<file path="config.mk">
export PLATFORM = sky130hd
export DESIGN_NAME = mxe_exec
export DESIGN_NICKNAME = d
export VERILOG_FILES = /design/src/rtl/mxe_pkg.sv /design/src/rtl/mxe_exec.sv
export SDC_FILE = /design/constraint.sdc
export NUM_CORES = 1
export LEC_CHECK = 0
export BUFFER_PORTS_ARGS = -buffer_cell sky130_fd_sc_hd__buf_2
export CAP_MARGIN = 5
export CORE_MARGIN = 2
export CORE_UTILIZATION = 25
export DETAILED_ROUTE_END_ITERATION = 8
export GPL_TIMING_DRIVEN = 0
export PLACE_DENSITY = 0.52
export SYNTH_ARGS = -nofsm -noshare
export SYNTH_HDL_FRONTEND = slang
export SYNTH_SLANG_ARGS = --single-unit
</file>
<file path="constraint.sdc">
create_clock -name clock_i -period 4.2 [get_ports clock_i]
set_input_delay 0.21 -clock clock_i [delete_from_list [all_inputs] [get_ports clock_i]]
set_output_delay 0.21 -clock clock_i [all_outputs]
set_load 0.02 [all_outputs]
</file>
<file path="src/rtl/mxe_pkg.sv">
// Package of constants, opcodes and flag layout for the instruction execution subset
// =====================================================================
// Notes on behaviour
// RQ1 - Set-byte writes all ones to the addressed byte, flags untouched.
// RQ2 - Set-bit forces only the selected bit to one, flags untouched.
// RQ3 - Increment-skip writes byte plus one back, skips when zero, no flags.
// RQ4 - Increment-skip-to-acc puts byte plus one in acc, skips when zero.
// RQ5 - Decrement-skip-to-acc puts byte minus one in acc, skips when zero.
// RQ6 - Conditional skips take one cycle; a taken skip inserts a dummy cycle.
// RQ7 - Skip-if-bit-nonzero skips when selected bit is one, changes nothing.
// RQ8 - Skip-if-bit-zero skips when selected bit is zero, changes nothing.
// RQ9 - Skip-if-byte-zero writes byte back unchanged, skips when zero.
// RQ10 - Skip-if-zero-to-acc copies byte to acc, skips when zero.
// RQ11 - Subtract puts acc minus byte in acc, or in memory for that variant.
// RQ12 - Immediate subtract stores acc minus operand in acc, same flags.
// RQ13 - Subtraction carry is clear on borrow, set when result non-negative.
// RQ14 - Subtraction updates overflow, zero, nibble carry and carry flags.
// RQ15 - Nibble exchange swaps the two nibbles of the byte in place.
// RQ16 - Nibble-exchange-to-acc writes swapped byte to acc, memory unchanged.
// RQ17 - Paged table read uses high and low pointers; low to memory, high to latch.
// RQ18 - Last-page table read uses last page and low pointer likewise.
// RQ19 - XOR with memory byte stores in acc, updates only zero flag.
// RQ20 - XOR into memory writes result to the byte, updates only zero flag.
// RQ21 - Immediate XOR stores in acc, updates only zero flag.
// RQ22 - A skipped instruction changes no memory, acc, flag or table latch.
package mxe_pkg;

  // =====================================================================
  // Operation codes given by the sequencer's decoder
  typedef enum logic [4:0] {
    MXE_OP_NOP       = 5'h00,
    MXE_OP_SET_BYTE  = 5'h01,
    MXE_OP_SET_BIT   = 5'h02,
    MXE_OP_INC_SKIP  = 5'h03,
    MXE_OP_INCA_SKIP = 5'h04,
    MXE_OP_DECA_SKIP = 5'h05,
    MXE_OP_SKIP_BNZ  = 5'h06,
    MXE_OP_SKIP_BZ   = 5'h07,
    MXE_OP_SKIP_Z    = 5'h08,
    MXE_OP_SKIPA_Z   = 5'h09,
    MXE_OP_SUB_ACC   = 5'h0a,
    MXE_OP_SUB_MEM   = 5'h0b,
    MXE_OP_SUB_IMM   = 5'h0c,
    MXE_OP_SWAP      = 5'h0d,
    MXE_OP_NIBBLE_EXCHANGE_TO_ACC     = 5'h0e,
    MXE_OP_TAB_PAGED = 5'h0f,
    MXE_OP_TAB_LAST  = 5'h10,
    MXE_OP_XOR_ACC   = 5'h11,
    MXE_OP_XOR_MEM   = 5'h12,
    MXE_OP_XOR_IMM   = 5'h13
  } mxe_op_t;

  // =====================================================================
  // Execution states, Gray coded along run then dummy
  typedef enum logic [1:0] {
    MXE_ST_RUN   = 2'b00,
    MXE_ST_DUMMY = 2'b01
  } mxe_state_t;

  // Flag bit positions in the flag vector
  localparam int MXE_FLAG_C  = 0;
  localparam int MXE_FLAG_AC = 1;
  localparam int MXE_FLAG_Z  = 2;
  localparam int MXE_FLAG_OV = 3;

  // Values after reset and constants
  localparam logic [7:0] MXE_ACC_RST   = 8'h00;
  localparam logic [3:0] MXE_FLAGS_RST = 4'h0;
  localparam logic [7:0] MXE_TABLE_READ_HIGH_LATCH_RST  = 8'h00;
  localparam logic [7:0] MXE_ALL_ONES  = 8'hff;

endpackage : mxe_pkg

</file>
<file path="src/rtl/mxe_exec.sv">
// Execution unit for a subset of an 8-bit microcontroller instruction set
`timescale 1ns/10ps
module mxe_exec
  import mxe_pkg::*;
#(
  parameter int PROG_AW = 12
) (
  // Clock and reset
  input  wire logic               clock_i,
  input  wire logic               sys_rst_i,
  // Instruction from the sequencer, one per cycle
  input  wire logic               instr_valid_i,
  input  wire mxe_op_t            instr_op_i,
  input  wire logic [2:0]         instr_bit_i,
  input  wire logic [7:0]         instr_imm_i,
  // Data memory read value of the addressed byte
  input  wire logic [7:0]         mem_rdata_i,
  // Table pointers
  input  wire logic [7:0]         table_pointer_low_byte_i,
  input  wire logic [7:0]         table_pointer_high_byte_i,
  input  wire logic               has_high_pointer_i,
  // Program memory word for the table pointer address
  input  wire logic [15:0]        prog_word_i,
  // Data memory write
  output logic                    mem_we_o,
  output logic [7:0]              mem_wdata_o,
  // Program memory table address, combinational
  output logic [PROG_AW-1:0]      prog_addr_o,
  // Sequencer control
  output logic                    skip_o,
  output logic                    busy_o,
  // Core state
  output logic [7:0]              acc_o,
  output logic [3:0]              flags_o,
  output logic [7:0]              table_read_high_latch_o
);

  // =====================================================================
  // State and registers
  mxe_state_t state_r;
  mxe_state_t state_nxt;
  logic [7:0] acc_r;
  logic [7:0] acc_nxt;
  logic [3:0] flags_r;
  logic [3:0] flags_nxt;
  logic [7:0] table_read_high_latch_r;
  logic [7:0] table_read_high_latch_nxt;
  logic       mem_we_nxt;
  logic [7:0] mem_wdata_nxt;
  logic       skip_nxt;
  logic       mem_we_r;
  logic [7:0] mem_wdata_r;
  logic       skip_r;

  // Shared arithmetic
  logic       exec;
  logic [7:0] inc_v;
  logic [7:0] dec_v;
  logic [7:0] swap_v;
  logic [7:0] sub_b;
  logic [8:0] sub_full;
  logic [4:0] sub_low;
  logic [7:0] sub_v;
  logic [3:0] sub_flags;
  logic       sel_bit;

  // Instructions arriving during the dummy cycle are the skipped ones
  assign exec     = instr_valid_i && (state_r == MXE_ST_RUN); // RQ22
  assign inc_v    = mem_rdata_i + 8'h01;
  assign dec_v    = mem_rdata_i - 8'h01;
  assign swap_v   = {mem_rdata_i[3:0], mem_rdata_i[7:4]};
  assign sel_bit  = mem_rdata_i[instr_bit_i];
  assign sub_b    = (instr_op_i == MXE_OP_SUB_IMM) ? instr_imm_i : mem_rdata_i; // RQ12
  assign sub_full = {1'b0, acc_r} - {1'b0, sub_b};
  assign sub_low  = {1'b0, acc_r[3:0]} - {1'b0, sub_b[3:0]};
  assign sub_v    = sub_full[7:0];

  // Subtraction flags; carry is the inverted borrow
  always_comb begin
    sub_flags              = '0;
    sub_flags[MXE_FLAG_C]  = ~sub_full[8]; // RQ13
    sub_flags[MXE_FLAG_AC] = ~sub_low[4]; // RQ14
    sub_flags[MXE_FLAG_Z]  = (sub_v == 8'h00); // RQ14
    sub_flags[MXE_FLAG_OV] = (acc_r[7] ^ sub_b[7]) & (acc_r[7] ^ sub_v[7]); // RQ14
  end

  // Table address: last page is all ones above the low pointer
  always_comb begin
    if (instr_op_i == MXE_OP_TAB_LAST) begin
      prog_addr_o = {{(PROG_AW-8){1'b1}}, table_pointer_low_byte_i}; // RQ18
    end else if (has_high_pointer_i) begin
      prog_addr_o = PROG_AW'({table_pointer_high_byte_i, table_pointer_low_byte_i}); // RQ17
    end else begin
      prog_addr_o = PROG_AW'(table_pointer_low_byte_i); // RQ17
    end
  end

  // Next-value decode
  always_comb begin
    acc_nxt       = acc_r;
    flags_nxt     = flags_r;
    table_read_high_latch_nxt      = table_read_high_latch_r;
    mem_we_nxt    = 1'b0;
    mem_wdata_nxt = mem_wdata_r;
    skip_nxt      = 1'b0;
    state_nxt     = MXE_ST_RUN;
    if (exec) begin
      case (instr_op_i)
        MXE_OP_SET_BYTE: begin
          mem_we_nxt    = 1'b1;
          mem_wdata_nxt = MXE_ALL_ONES; // RQ1
        end
        MXE_OP_SET_BIT: begin
          mem_we_nxt    = 1'b1;
          mem_wdata_nxt = mem_rdata_i | (8'h01 << instr_bit_i); // RQ2
        end
        MXE_OP_INC_SKIP: begin
          mem_we_nxt    = 1'b1;
          mem_wdata_nxt = inc_v; // RQ3
          skip_nxt      = (inc_v == 8'h00);
        end
        MXE_OP_INCA_SKIP: begin
          acc_nxt  = inc_v; // RQ4
          skip_nxt = (inc_v == 8'h00);
        end
        MXE_OP_DECA_SKIP: begin
          acc_nxt  = dec_v; // RQ5
          skip_nxt = (dec_v == 8'h00);
        end
        MXE_OP_SKIP_BNZ: begin
          skip_nxt = sel_bit; // RQ7
        end
        MXE_OP_SKIP_BZ: begin
          skip_nxt = ~sel_bit; // RQ8
        end
        MXE_OP_SKIP_Z: begin
          mem_we_nxt    = 1'b1;
          mem_wdata_nxt = mem_rdata_i; // RQ9
          skip_nxt      = (mem_rdata_i == 8'h00);
        end
        MXE_OP_SKIPA_Z: begin
          acc_nxt  = mem_rdata_i; // RQ10
          skip_nxt = (mem_rdata_i == 8'h00);
        end
        MXE_OP_SUB_ACC, MXE_OP_SUB_IMM: begin
          acc_nxt   = sub_v; // RQ11 RQ12
          flags_nxt = sub_flags;
        end
        MXE_OP_SUB_MEM: begin
          mem_we_nxt    = 1'b1;
          mem_wdata_nxt = sub_v; // RQ11
          flags_nxt     = sub_flags;
        end
        MXE_OP_SWAP: begin
          mem_we_nxt    = 1'b1;
          mem_wdata_nxt = swap_v; // RQ15
        end
        MXE_OP_NIBBLE_EXCHANGE_TO_ACC: begin
          acc_nxt = swap_v; // RQ16
        end
        MXE_OP_TAB_PAGED, MXE_OP_TAB_LAST: begin
          mem_we_nxt    = 1'b1;
          mem_wdata_nxt = prog_word_i[7:0]; // RQ17 RQ18
          table_read_high_latch_nxt      = prog_word_i[15:8];
        end
        MXE_OP_XOR_ACC, MXE_OP_XOR_IMM, MXE_OP_XOR_MEM: begin
          // Only zero flag moves; other flags hold
          if (instr_op_i == MXE_OP_XOR_MEM) begin
            mem_we_nxt    = 1'b1;
            mem_wdata_nxt = acc_r ^ mem_rdata_i; // RQ20
            flags_nxt[MXE_FLAG_Z] = ((acc_r ^ mem_rdata_i) == 8'h00);
          end else begin
            acc_nxt = acc_r ^ ((instr_op_i == MXE_OP_XOR_IMM) ? instr_imm_i
                                                                : mem_rdata_i); // RQ19 RQ21
            flags_nxt[MXE_FLAG_Z] = (acc_nxt == 8'h00);
          end
        end
        default: begin
          acc_nxt = acc_r;
        end
      endcase
      if (skip_nxt) begin
        state_nxt = MXE_ST_DUMMY; // RQ6
      end
    end
  end

  // State machine: one dummy cycle after a taken skip
  always_ff @(posedge clock_i) begin
    if (sys_rst_i) begin
      state_r <= MXE_ST_RUN;
    end else begin
      state_r <= state_nxt; // RQ6
    end
  end

  // Accumulator, flags and table latch
  always_ff @(posedge clock_i) begin
    if (sys_rst_i) begin
      acc_r   <= MXE_ACC_RST;
      flags_r <= MXE_FLAGS_RST;
      table_read_high_latch_r  <= MXE_TABLE_READ_HIGH_LATCH_RST;
    end else begin
      acc_r   <= acc_nxt;
      flags_r <= flags_nxt;
      table_read_high_latch_r  <= table_read_high_latch_nxt;
    end
  end

  // Registered memory write and skip pulse
  always_ff @(posedge clock_i) begin
    if (sys_rst_i) begin
      mem_we_r    <= 1'b0;
      mem_wdata_r <= 8'h00;
      skip_r      <= 1'b0;
    end else begin
      mem_we_r    <= mem_we_nxt;
      mem_wdata_r <= mem_wdata_nxt;
      skip_r      <= skip_nxt;
    end
  end

  assign mem_we_o                = mem_we_r;
  assign mem_wdata_o             = mem_wdata_r;
  assign skip_o                  = skip_r;
  assign busy_o                  = (state_r == MXE_ST_DUMMY);
  assign acc_o                   = acc_r;
  assign flags_o                 = flags_r;
  assign table_read_high_latch_o = table_read_high_latch_r;

  // =====================================================================
  // Assertions
  a_skip_dummy_cycle: assert property (@(posedge clock_i) disable iff (sys_rst_i) // RQ6
    skip_o |-> busy_o)
    else $error("Taken skip without dummy cycle");
  a_dummy_one_cycle: assert property (@(posedge clock_i) disable iff (sys_rst_i) // RQ6
    busy_o |=> !busy_o)
    else $error("Dummy cycle longer than one");
  a_skipped_no_acc: assert property (@(posedge clock_i) disable iff (sys_rst_i) // RQ22
    busy_o |=> (acc_o == $past(acc_o)) && (flags_o == $past(flags_o)))
    else $error("Skipped instruction changed acc or flags");
  a_skipped_no_write: assert property (@(posedge clock_i) disable iff (sys_rst_i) // RQ22
    busy_o |=> !mem_we_o)
    else $error("Skipped instruction wrote memory");
  // A skipped table read could otherwise leak into the latch
  a_skipped_no_latch: assert property (@(posedge clock_i) disable iff (sys_rst_i) // RQ22
    busy_o |=> table_read_high_latch_o == $past(table_read_high_latch_o))
    else $error("Skipped instruction changed table latch");
  a_set_byte_ones: assert property (@(posedge clock_i) disable iff (sys_rst_i) // RQ1
    exec && instr_op_i == MXE_OP_SET_BYTE |=> mem_we_o && mem_wdata_o == 8'hff
      && $stable(flags_o))
    else $error("Set byte wrong");
  // Neighbour bits are held against the read value, so a stray write shows
  a_set_bit_only: assert property (@(posedge clock_i) disable iff (sys_rst_i) // RQ2
    exec && instr_op_i == MXE_OP_SET_BIT |=> mem_we_o && mem_wdata_o[$past(instr_bit_i)]
      && ((mem_wdata_o ^ $past(mem_rdata_i)) & ~(8'h01 << $past(instr_bit_i))) == 8'h00)
    else $error("Set bit wrong");
  a_inc_skip_zero: assert property (@(posedge clock_i) disable iff (sys_rst_i) // RQ3
    exec && instr_op_i == MXE_OP_INC_SKIP |=> mem_we_o
      && skip_o == (mem_wdata_o == 8'h00))
    else $error("Increment skip wrong");
  a_deca_skip_acc: assert property (@(posedge clock_i) disable iff (sys_rst_i) // RQ5
    exec && instr_op_i == MXE_OP_DECA_SKIP |=> !mem_we_o && skip_o == (acc_o == 8'h00))
    else $error("Decrement skip to acc wrong");
  // Polarity of both bit skips is folded into one check
  a_bit_skip_sense: assert property (@(posedge clock_i) disable iff (sys_rst_i) // RQ7 RQ8
    exec && (instr_op_i == MXE_OP_SKIP_BNZ || instr_op_i == MXE_OP_SKIP_BZ) |=> !mem_we_o
      && skip_o == ($past(mem_rdata_i[instr_bit_i]) ^ $past(instr_op_i == MXE_OP_SKIP_BZ)))
    else $error("Bit skip wrong");
  a_sub_carry_sense: assert property (@(posedge clock_i) disable iff (sys_rst_i) // RQ13
    exec && instr_op_i == MXE_OP_SUB_ACC |=>
      flags_o[MXE_FLAG_C] == ($past(acc_o) >= $past(mem_rdata_i)))
    else $error("Subtract carry wrong");
  a_xor_zero_only: assert property (@(posedge clock_i) disable iff (sys_rst_i) // RQ19
    exec && instr_op_i == MXE_OP_XOR_ACC |=> flags_o[MXE_FLAG_C] == $past(flags_o[MXE_FLAG_C])
      && flags_o[MXE_FLAG_Z] == (acc_o == 8'h00))
    else $error("XOR flags wrong");
  a_swap_mem: assert property (@(posedge clock_i) disable iff (sys_rst_i) // RQ15
    exec && instr_op_i == MXE_OP_SWAP |=>
      mem_wdata_o == {$past(mem_rdata_i[3:0]), $past(mem_rdata_i[7:4])})
    else $error("Nibble exchange wrong");
  a_nibble_exchange_to_acc_acc: assert property (@(posedge clock_i) disable iff (sys_rst_i) // RQ16
    exec && instr_op_i == MXE_OP_NIBBLE_EXCHANGE_TO_ACC |=> !mem_we_o
      && acc_o == {$past(mem_rdata_i[3:0]), $past(mem_rdata_i[7:4])})
    else $error("Nibble exchange to acc wrong");
  // Low byte to memory and high byte to latch must land on the same edge
  a_table_pair: assert property (@(posedge clock_i) disable iff (sys_rst_i) // RQ17 RQ18
    exec && (instr_op_i == MXE_OP_TAB_PAGED || instr_op_i == MXE_OP_TAB_LAST) |=> mem_we_o
      && mem_wdata_o == $past(prog_word_i[7:0])
      && table_read_high_latch_o == $past(prog_word_i[15:8]))
    else $error("Table read pairing wrong");
  a_last_page_addr: assert property (@(posedge clock_i) disable iff (sys_rst_i) // RQ18
    instr_op_i == MXE_OP_TAB_LAST |-> prog_addr_o[7:0] == table_pointer_low_byte_i
      && &prog_addr_o[PROG_AW-1:8])
    else $error("Last page address wrong");

  c_skip_taken: cover property (@(posedge clock_i) skip_o);
  c_sub_borrow: cover property (@(posedge clock_i)
    exec && instr_op_i == MXE_OP_SUB_MEM ##1 !flags_o[MXE_FLAG_C]);
  c_table_read: cover property (@(posedge clock_i) exec && instr_op_i == MXE_OP_TAB_LAST);
  c_dummy_offer: cover property (@(posedge clock_i) busy_o && instr_valid_i);
  c_xor_zero: cover property (@(posedge clock_i)
    exec && instr_op_i == MXE_OP_XOR_ACC ##1 flags_o[MXE_FLAG_Z]);

endmodule : mxe_exec

</file>
* Word level (Yosys, flattened, before mapping)
Index checks and enable logic that the tools add are counted.
** Cells by class
- $add $sub $neg :: 4
- Magnitude comparators :: 1
- Shift-type cells :: 1
- Mux-type cells :: 17
- Reductions and logical operators :: 24
- Equal/unequal tests :: 22
- Bitwise logic cells :: 10
** Operators by type and width (count)
- case mux 8 bit (8 select lines) :: 1
- logical NOT 8 bit :: 6
- case mux 8 bit (6 select lines) :: 1
- equality test 5 x 4 -> 1 bit (second input constant) :: 8
- 2-to-1 mux 8 bit :: 4
- 2-to-1 mux 12 bit :: 2
- equality test 5 x 3 -> 1 bit (second input constant) :: 4
- equality test 5 bit (second input constant) :: 4
- bitwise XOR 8 bit :: 2
- equality test 5 x 2 -> 1 bit (second input constant) :: 2
- OR reduction 2 bit :: 5
- subtractor 8 x 8 -> 9 bit :: 1
- adder 8 x 1 -> 8 bit (second input constant) :: 1
- OR 8 bit :: 1
- nonzero test 8 bit :: 1
- OR reduction 8 bit :: 1
- << shifter 1 x 3 -> 8 bit (first input constant) :: 1
- subtractor 8 x 1 -> 8 bit (second input constant) :: 1
- AND reduction 2 bit :: 3
- AND reduction 3 bit :: 2
- nonzero test 6 bit :: 1
- OR reduction 3 bit :: 2
- equality test 5 x 1 -> 1 bit (second input constant) :: 1
- 2-to-1 mux 1 bit :: 5
- other kinds (13) :: 19
** Storage, ports and cells
- Register bits :: 32
- Output and inout port bits :: 43
- Logic and storage cells :: 87
- Input port bits :: 60

* Longest topological paths before layout
Gate-level depths: netlist of run 1.
- Depth in word-level cells :: 6
- Mapped depth :: 14
- Depth with buffers taken out :: 13

* Worst setup path before layout of run 1
OpenSTA, ideal clock, no wires.
- Kind :: input -> register
- Start :: input port instr_op_i[4]
- End :: register acc_r[6], in the netlist acc_o[6]
- Required time :: 4083 ps
- Setup time :: 117 ps
- Arrival time :: 2810 ps
- Path slack :: 1273 ps
- Stages :: 14
- Cell sequence :: buf_2 > buf_2 > nor3_2 > nand2_1 > nand2_1 > o21ai_0 > ha_1 > fa_1 > nand2b_1 > a211oi_1 > o31ai_1 > nand3_1 > nand4_1 > a22o_1
** Between the ends
- Longest elaborated chain between the ends :: 5
** Ends and longest elaborated chain
- start: declaration :: line mxe_exec.sv:13 : input wire mxe_op_t instr_op_i,
- branches (longest 5 deep; another with subtractor 8 x 8 -> 9 bit)
- end signal: assignment :: line mxe_exec.sv:204 : acc_r <= acc_nxt;
- end: declaration :: line mxe_exec.sv:42 : logic [7:0] acc_r;
Several ways; the timed one is not identified. The select of a mux whose other input is x is not followed.
A chain may end at the register's enable or synchronous reset.

* Worst setup path in the final report of run 1
- Start :: input port instr_op_i[1]
- End :: register acc_r[4], in the netlist acc_o[4]
Same word-level chain as after synthesis.

==> results of run 1 <==
==> flip-flops by register name, indices dropped and copies added, names as in the netlist <==
signal                   flops
acc_o                        8
mem_wdata_o                  8
table_read_high_latch_o      8
flags_o                      4
mem_we_o                     1
skip_o                       1
==> cells by family after synthesis <==
kind of cell	share of synthesized area
simple gates	0.310
compound gates	0.298
buf+inv	0.0890
flops	0.164
xor+xnor	0.0477
fa+ha+maj	0.0498
mux	0.0426
==> tightest hold or removal path, cell delays in order <==
cell                      delay [ps]
sky130_fd_sc_hd__buf_2           100
sky130_fd_sc_hd__nand3_1          60
sky130_fd_sc_hd__a21oi_1          50
==> cells in the final DEF (no fill, tap or decap), types with 4 or more instances in the layout <==
cell type	n
sky130_fd_sc_hd__o21ai_0	26
sky130_fd_sc_hd__a22oi_1	8
sky130_fd_sc_hd__mux2i_1	10
sky130_fd_sc_hd__nor4_1	6
sky130_fd_sc_hd__dfxtp_1	30
sky130_fd_sc_hd__ha_1	13
sky130_fd_sc_hd__o21a_1	6
sky130_fd_sc_hd__nand2b_1	10
sky130_fd_sc_hd__a21o_1	6
sky130_fd_sc_hd__nand4_1	14
sky130_fd_sc_hd__nand2_1	38
sky130_fd_sc_hd__inv_1	20
sky130_fd_sc_hd__a32oi_1	5
sky130_fd_sc_hd__or2_2	6
sky130_fd_sc_hd__a222oi_1	4
sky130_fd_sc_hd__clkbuf_1	14
sky130_fd_sc_hd__nand3_1	23
sky130_fd_sc_hd__clkbuf_16	5
sky130_fd_sc_hd__o311ai_0	4
sky130_fd_sc_hd__xor2_1	6
sky130_fd_sc_hd__or3_1	7
sky130_fd_sc_hd__buf_4	11
sky130_fd_sc_hd__nor3_1	15
sky130_fd_sc_hd__a211oi_1	9
sky130_fd_sc_hd__nor2_1	39
sky130_fd_sc_hd__o22ai_1	7
sky130_fd_sc_hd__a21oi_1	24
sky130_fd_sc_hd__xnor2_1	14
sky130_fd_sc_hd__nor2b_1	14
sky130_fd_sc_hd__buf_2	99
sky130_fd_sc_hd__nor3b_1	5
sky130_fd_sc_hd__and3_1	6
sky130_fd_sc_hd__a221oi_1	5
sky130_fd_sc_hd__and2_1	4
sky130_fd_sc_hd__nor3_2	4
==> per-stage QoR <==
step	worst slack, ps	util
global route	475	0.310
finish	629	0.310
detailed placement	393	0.300
CTS	665	0.310
floorplan	1270	-
global placement	395	0.300
==> cell type report <==
class	instances	area, µm²
clock inverter	2	12.5
buffer	43	244
multi-input combinational	404	2740
timing repair buffer	84	420
inverter	22	82.6
sequential	30	601
tap	184	230
fill	1619	9950
clock buffer	6	139
==> worst max path at each step <==
stage / depth (start not counted) / to / slack, ps
floorplan: 14 / acc_o[6] / 1270
CTS: 14 / acc_o[4] / 660
global placement: 14 / acc_o[4] / 400
detailed placement: 14 / acc_o[4] / 390
global route: 14 / mem_wdata_o[6] / 470
finish: 14 / acc_o[4] / 630
==> layer usage <==
layer  track usage  wire (µm)
met1         0.254       6760
met2         0.311       7100
met3        0.0385       1230
met4         0.112        846
met5             0          0
==> power breakdown <==
| part | total, mW | switching [mW] | internal, mW |
|---|---|---|---|
| combinational | 0.394 | 0.251 | 0.143 |
| sequential | 0.312 | 0.0150 | 0.297 |
| clock | 0.370 | 0.135 | 0.234 |
| total | 1.08 | 0.401 | 0.674 |
==> summary.md, run 1 <==
### CTS
- Post-CTS Repair Setup Buffers: 0
- clock insertion delay at the later pin of the skew report: 280 ps
- clock sink count: 30
- CTS Hold Buffers Added: 0
- CTS tree: done
- Inserted Clock Buffers: 5
- depth of the CTS H-tree: 2
- CTS root buf: sky130_fd_sc_hd__clkbuf_16
- CTS-repair resized insts: 0
- post-CTS clock slew at the launch and capture registers of the worst setup and hold paths: 60 ps
- buffer depth of the longest clock path: 2

### Floorplanning
- die span in x: 125 µm
- I/O pins: 103
- placeable core region: 14400 µm²
- number of placement rows: 44
- Die Area: 15700 µm²
- Die Height: 125 µm
- starting utilization of the core area: 0.254

### Timing
- headroom to the max-slew limit: 0.449
- pin slew with the least headroom to its limit: 820 ps
- Min Clock Period, post-route: 3570 ps
- achievable clock frequency: 280 MHz
- setup repair after global routing missed its margin: false
- number of slew-limit violations in the final report: 0
- Hold Worst Slack: 181 ps
- Fin Clk Skew: 7.07 ps
- total negative slack for setup checks: 0 ps
- setup violation total in the final timing report: 0
- final hold viol count: 0
- part of the cycle the worst path needs: 0.850

### Routing
- first-pass detailed-route iteration total: 6
- post-detailed-route count of antenna-violating nets: 0
- Routed Wire Length: 15.9 mm
- wire length per cell after detailed routing: 20.6 µm
- drt initial violations: 437
- DRC violation count after routing: 0
- detailed-route vias per instance: 5.81
- via count of the routed design: 4504

### Finish
- Layout Area Growth over Synthesis: 21.9%
- number of standard cells in the final layout excluding fillers: 775
- Total Nets Final: 664
- # diodes: 0
- fraction of final layout cells sized beyond drive strength 1: 0.252
- final instance area: 4470 µm²

### Critical path
- family with the most delay on the worst path: simple AND/OR/NAND/NOR gates
- Req. time, crit path: 4390 ps
- r2r setup slk: 1540 ps
- category of the critical setup timing path: in2reg
- worst r2r src: acc_o[0]
- delay of the slowest cell on the worst path: 420 ps
- launching instance or port of the critical path: instr_op_i[1]
- slowest library cell on the worst path: sky130_fd_sc_hd__fa_1
- nature of the critical path startpoint: input port
- WP data arrival: 3760 ps
- endpoint of the most critical register-to-register path: acc_o[4]
- Bufs and invs on worst path: 3
- category of the worst setup path capture point: flip-flop
- FF-to-FF path depth: 8
- cells traversed along the worst timing path: buf_2 -> buf_4 -> buf_2 -> nor3_2 -> nand2_1 -> nand2_1 -> o21ai_0 -> ha_1 -> fa_1 -> nand2b_1 -> a21oi_1 -> xnor2_1 -> o2111a_1 -> a311oi_1
- crit-path max FO: 10

### Yosys
- syn_nets: 573
- Avg Synthesized Cell Area: 7.35 µm²
- synthesized netlist cell count: 499
- most used flip-flop cell after synthesis: sky130_fd_sc_hd__dfxtp_1
- most area-consuming cells after synthesis: sky130_fd_sc_hd__dfxtp_1, sky130_fd_sc_hd__ha_1, sky130_fd_sc_hd__nor2_1, sky130_fd_sc_hd__nand2_1, sky130_fd_sc_hd__o21ai_0
- sequential-to-total area share from yosys stat: 0.164
- FFs w/ async S/R, synth: 0
- warning count from the yosys run: 0
- post-synth top area share: 0.164
- flip-flop and latch count after synthesis: 30
- post-synth top area cell: sky130_fd_sc_hd__dfxtp_1
- synth cell count leaders: sky130_fd_sc_hd__nor2_1, sky130_fd_sc_hd__nand2_1, sky130_fd_sc_hd__dfxtp_1, sky130_fd_sc_hd__o21ai_0, sky130_fd_sc_hd__a21oi_1
- area of the mapped netlist: 3670 µm²
- number of different library cells in the post-synthesis netlist: 79
- count of flip-flops with a built-in enable after synthesis: 0
- most frequent cell after synthesis: sky130_fd_sc_hd__nor2_1

### Min path
- destination of the worst hold path: table_read_high_latch_o[2]
- hold path depth: 3
- startpoint of the most critical hold path: prog_word_i[10]
- Hold WC Path Type: in2reg

### Global route
- vias in the first global route: 4456
- number of antenna violations at the first check in global routing: 0
- maximum number of pins on one net before global-route repair: 11
- GRT Overall Usage: 0.198
- aggregate global routing overflow: 0
- first-pass GRT wire length: 24.7 mm

### Placed design
- total cell area at the placement stage: 4320 µm²
- routability-driven placement congestion ratio: 0.944
- buffers added on ports: 84
- Cell Count Post-Placement: 767
- DP HPWL: 12.6 mm

### Power and ir drop
- leakage: 1.85 nW
- power consumption: 1.08 mW
- IR Drop Worst-Case VDD: 174 µV
- areal power density over the cells: 241 nW/µm²

### Job
- total of max-cap violations: 0

### Status
- result of the run: complete, no violations

Power figures use the tool's default switching activity.
==> run 2, diff against run 1 <==
--- a/config.mk
+++ b/config.mk
@@ -5,7 +5,7 @@
 export SDC_FILE = /design/constraint.sdc
 export NUM_CORES = 1
 export LEC_CHECK = 0
-export BUFFER_PORTS_ARGS = -buffer_cell sky130_fd_sc_hd__buf_2
+export BUFFER_PORTS_ARGS = -buffer_cell sky130_fd_sc_hd__buf_4
 export CAP_MARGIN = 5
 export CORE_MARGIN = 2
 export CORE_UTILIZATION = 25
==> run 2 against run 1 <==
Against the previous run: clock skew fell by 3.7 ps; largest cell class unchanged; non-clock buffer count did not move; clock-buffer cell count fell by 1; clock power decreased by 9.2%; wire length up 3.2%.
==> summary.md, run 2 (synthesis gave the netlist of run 1 again) <==
### Power and ir drop
- IR Drop Worst-Case VDD: 187 µV, was 174 µV
- leakage: 1.89 nW, was 1.85 nW
- Net Switching: 391 µW, was 401 µW
- Internal Power: 674 µW, about the same
- power consumption: 1.06 mW, was 1.08 mW
- areal power density over the cells: 228 nW/µm², was 241 nW/µm²
- sequential share of power: 0.294, was 0.290
- Clk network pwr share: 0.315, was 0.344
- Gate power share: 0.391, was 0.366
- share of total power consumed by net switching: 0.367, was 0.373

### Global route
- maximum number of pins on one net before global-route repair: 11, unchanged
- GRT Overall Usage: 0.202, was 0.198
- number of antenna violations at the first check in global routing: 0, unchanged
- met2 track demand over resource: 0.333, was 0.311
- vias in the first global route: 4450, was 4456
- first-pass GRT wire length: 25.3 mm, was 24.7 mm
- routing usage on met3: 0.0240, was 0.0385
- Top Usage Layer GRT: met2, unchanged
- aggregate global routing overflow: 0, unchanged
- GR Util met1: 0.266, was 0.254

### Timing
- pin slew with the least headroom to its limit: 835 ps, was 820 ps
- number of slew-limit violations in the final report: 0, unchanged
- achievable clock frequency: 284 MHz, was 280 MHz
- Fin Clk Skew: 3.36 ps, was 7.07 ps
- worst setup slack after layout: 679 ps, was 629 ps
- setup repair after global routing missed its margin: false, unchanged
- part of the cycle the worst path needs: 0.838, was 0.850
- final hold viol count: 0, unchanged
- total negative slack for setup checks: 0 ps, unchanged
- headroom to the max-slew limit: 0.439, was 0.449
- setup violation total in the final timing report: 0, unchanged
- Min Clock Period, post-route: 3520 ps, was 3570 ps

### Finish
- most frequent cells in the layout: sky130_fd_sc_hd__buf_4, sky130_fd_sc_hd__nor2_1, sky130_fd_sc_hd__nand2_1, was sky130_fd_sc_hd__buf_2, sky130_fd_sc_hd__nor2_1, sky130_fd_sc_hd__nand2_1
- number of standard cells in the final layout excluding fillers: 774, was 775
- fraction of final layout cells sized beyond drive strength 1: 0.251, was 0.252
- # diodes: 0, unchanged
- number of filler instances in the final layout: 1612, was 1619
- leading cell type in the layout, fill and taps excluded: sky130_fd_sc_hd__buf_4, was sky130_fd_sc_hd__buf_2
- Layout Area Growth over Synthesis: 27.1%, was 21.9%
- Total Nets Final: 664, unchanged

### Routing
- post-detailed-route count of antenna-violating nets: 0, unchanged
- via count of the routed design: 4487, was 4504
- drt initial violations: 520, was 437
- DRC violation count after routing: 0, unchanged
- detailed-route vias per instance: 5.80, was 5.81
- wire length per cell after detailed routing: 21.2 µm, was 20.6 µm
- first-pass detailed-route iteration total: 5, was 6
- Routed Wire Length: 16.4 mm, was 15.9 mm

### Critical path
- category of the worst setup path capture point: flip-flop, unchanged
- category of the critical setup timing path: in2reg, unchanged
- nature of the critical path startpoint: input port, unchanged
- worst r2r src: acc_o[0], unchanged
- launching instance or port of the critical path: instr_op_i[1], unchanged
- WP data arrival: 3650 ps, was 3760 ps
- Req. time, crit path: 4330 ps, was 4390 ps
- crit-path max FO: 10, unchanged

### Floorplanning
- die span in x: 125 µm, unchanged
- Die Area: 15700 µm², unchanged
- number of placement rows: 44, unchanged
- Die Height: 125 µm, unchanged
- starting utilization of the core area: 0.254, unchanged
- placeable core region: 14400 µm², unchanged
- I/O pins: 103, unchanged

### CTS
- Inserted Clock Buffers: 5, unchanged
- CTS Hold Buffers Added: 0, unchanged
- CTS-repair resized insts: 0, unchanged
- CTS tree: done, unchanged
- post-CTS clock slew at the launch and capture registers of the worst setup and hold paths: 50 ps, was 60 ps
- depth of the CTS H-tree: 2, unchanged
- buffer depth of the longest clock path: 2, unchanged
- clock insertion delay at the later pin of the skew report: 270 ps, was 280 ps
- clock sink count: 30, unchanged
- CTS root buf: sky130_fd_sc_hd__clkbuf_16, unchanged
- Post-CTS Repair Setup Buffers: 0, unchanged

### Min path
- startpoint of the most critical hold path: prog_word_i[8], was prog_word_i[10]
- Hold WC Path Type: in2reg, unchanged

### Placed design
- buffers added on ports: 84, unchanged
- routability-driven placement congestion ratio: 0.938, was 0.944
- Cell Count Post-Placement: 767, unchanged
- pre-CTS worst setup slack: 466 ps, was 393 ps
- DP HPWL: 12.9 mm, was 12.6 mm

### Job
- total of max-cap violations: 0, unchanged

### Status
- result of the run: complete, no violations, unchanged

-- run 2: changes by cell type in the layout (fill, tap and decap cells not counted) --
cell,delta
sky130_fd_sc_hd__buf_2,-84
sky130_fd_sc_hd__buf_4,+84
sky130_fd_sc_hd__clkbuf_8,-1
sky130_fd_sc_hd__clkinv_2,+1
sky130_fd_sc_hd__clkinvlp_4,-1
-- run 2: worst paths after layout --
check	to	slack, ps	cells after the start
max reg2reg	acc_o[4]	1590	8
min	table_read_high_latch_o[0]	200	3
max	mem_wdata_o[5]	680	14
min reg2reg	flags_o[3]	450	2
-- run 2: metal layers --
layer,up-vias,wire [µm]
met4,0,756
li1,2062,-
met2,235,7580
met1,2147,6870
met5,-,0
met3,43,1240
-- run 2: power groups by stage --
stage          sequential (mW)  combinational [mW]  clock [mW]
2_1_floorplan            0.327               0.240           0
3_3_place_gp             0.318               0.407           0
3_5_place_dp             0.318               0.408           0
4_1_cts                  0.312               0.410       0.342
5_1_grt                  0.314               0.447       0.356
6_report                 0.313               0.416       0.336
-- run 2: layout make-up --
| class | count | area (µm²) | share of cell area |
|---|---|---|---|
| sequential | 30 | 601 | 0.129 |
| multi-input combinational | 404 | 2740 | 0.588 |
| timing repair buffer | 84 | 631 | 0.135 |
| clock buffer | 5 | 125 | 0.0268 |
| tap | 184 | 230 | 0.0493 |
| buffer | 43 | 244 | 0.0523 |
| inverter | 22 | 82.6 | 0.0177 |
| clock inverter | 2 | 10.0 | 0.00215 |
-- run 2: worst max-delay path: stages --
cell	delay [ps]
sky130_fd_sc_hd__buf_4	140
sky130_fd_sc_hd__buf_4	190
sky130_fd_sc_hd__buf_2	220
sky130_fd_sc_hd__nor3_2	350
sky130_fd_sc_hd__nand2_1	390
sky130_fd_sc_hd__mux2_2	420
sky130_fd_sc_hd__inv_1	70
sky130_fd_sc_hd__ha_1	220
sky130_fd_sc_hd__nand2b_1	130
sky130_fd_sc_hd__a2111oi_0	130
sky130_fd_sc_hd__a211oi_1	570
sky130_fd_sc_hd__nor2_1	90
sky130_fd_sc_hd__nor4_1	420
sky130_fd_sc_hd__nor3_1	90
-- run 2: metrics by stage --
stage	util	area, µm²	hold WS, ps
2_1_floorplan	-	3670	358
3_3_place_gp	0.314	4530	445
3_5_place_dp	0.314	4530	450
4_1_cts	0.323	4670	202
5_1_grt	0.323	4670	204
6_report	0.323	4670	199
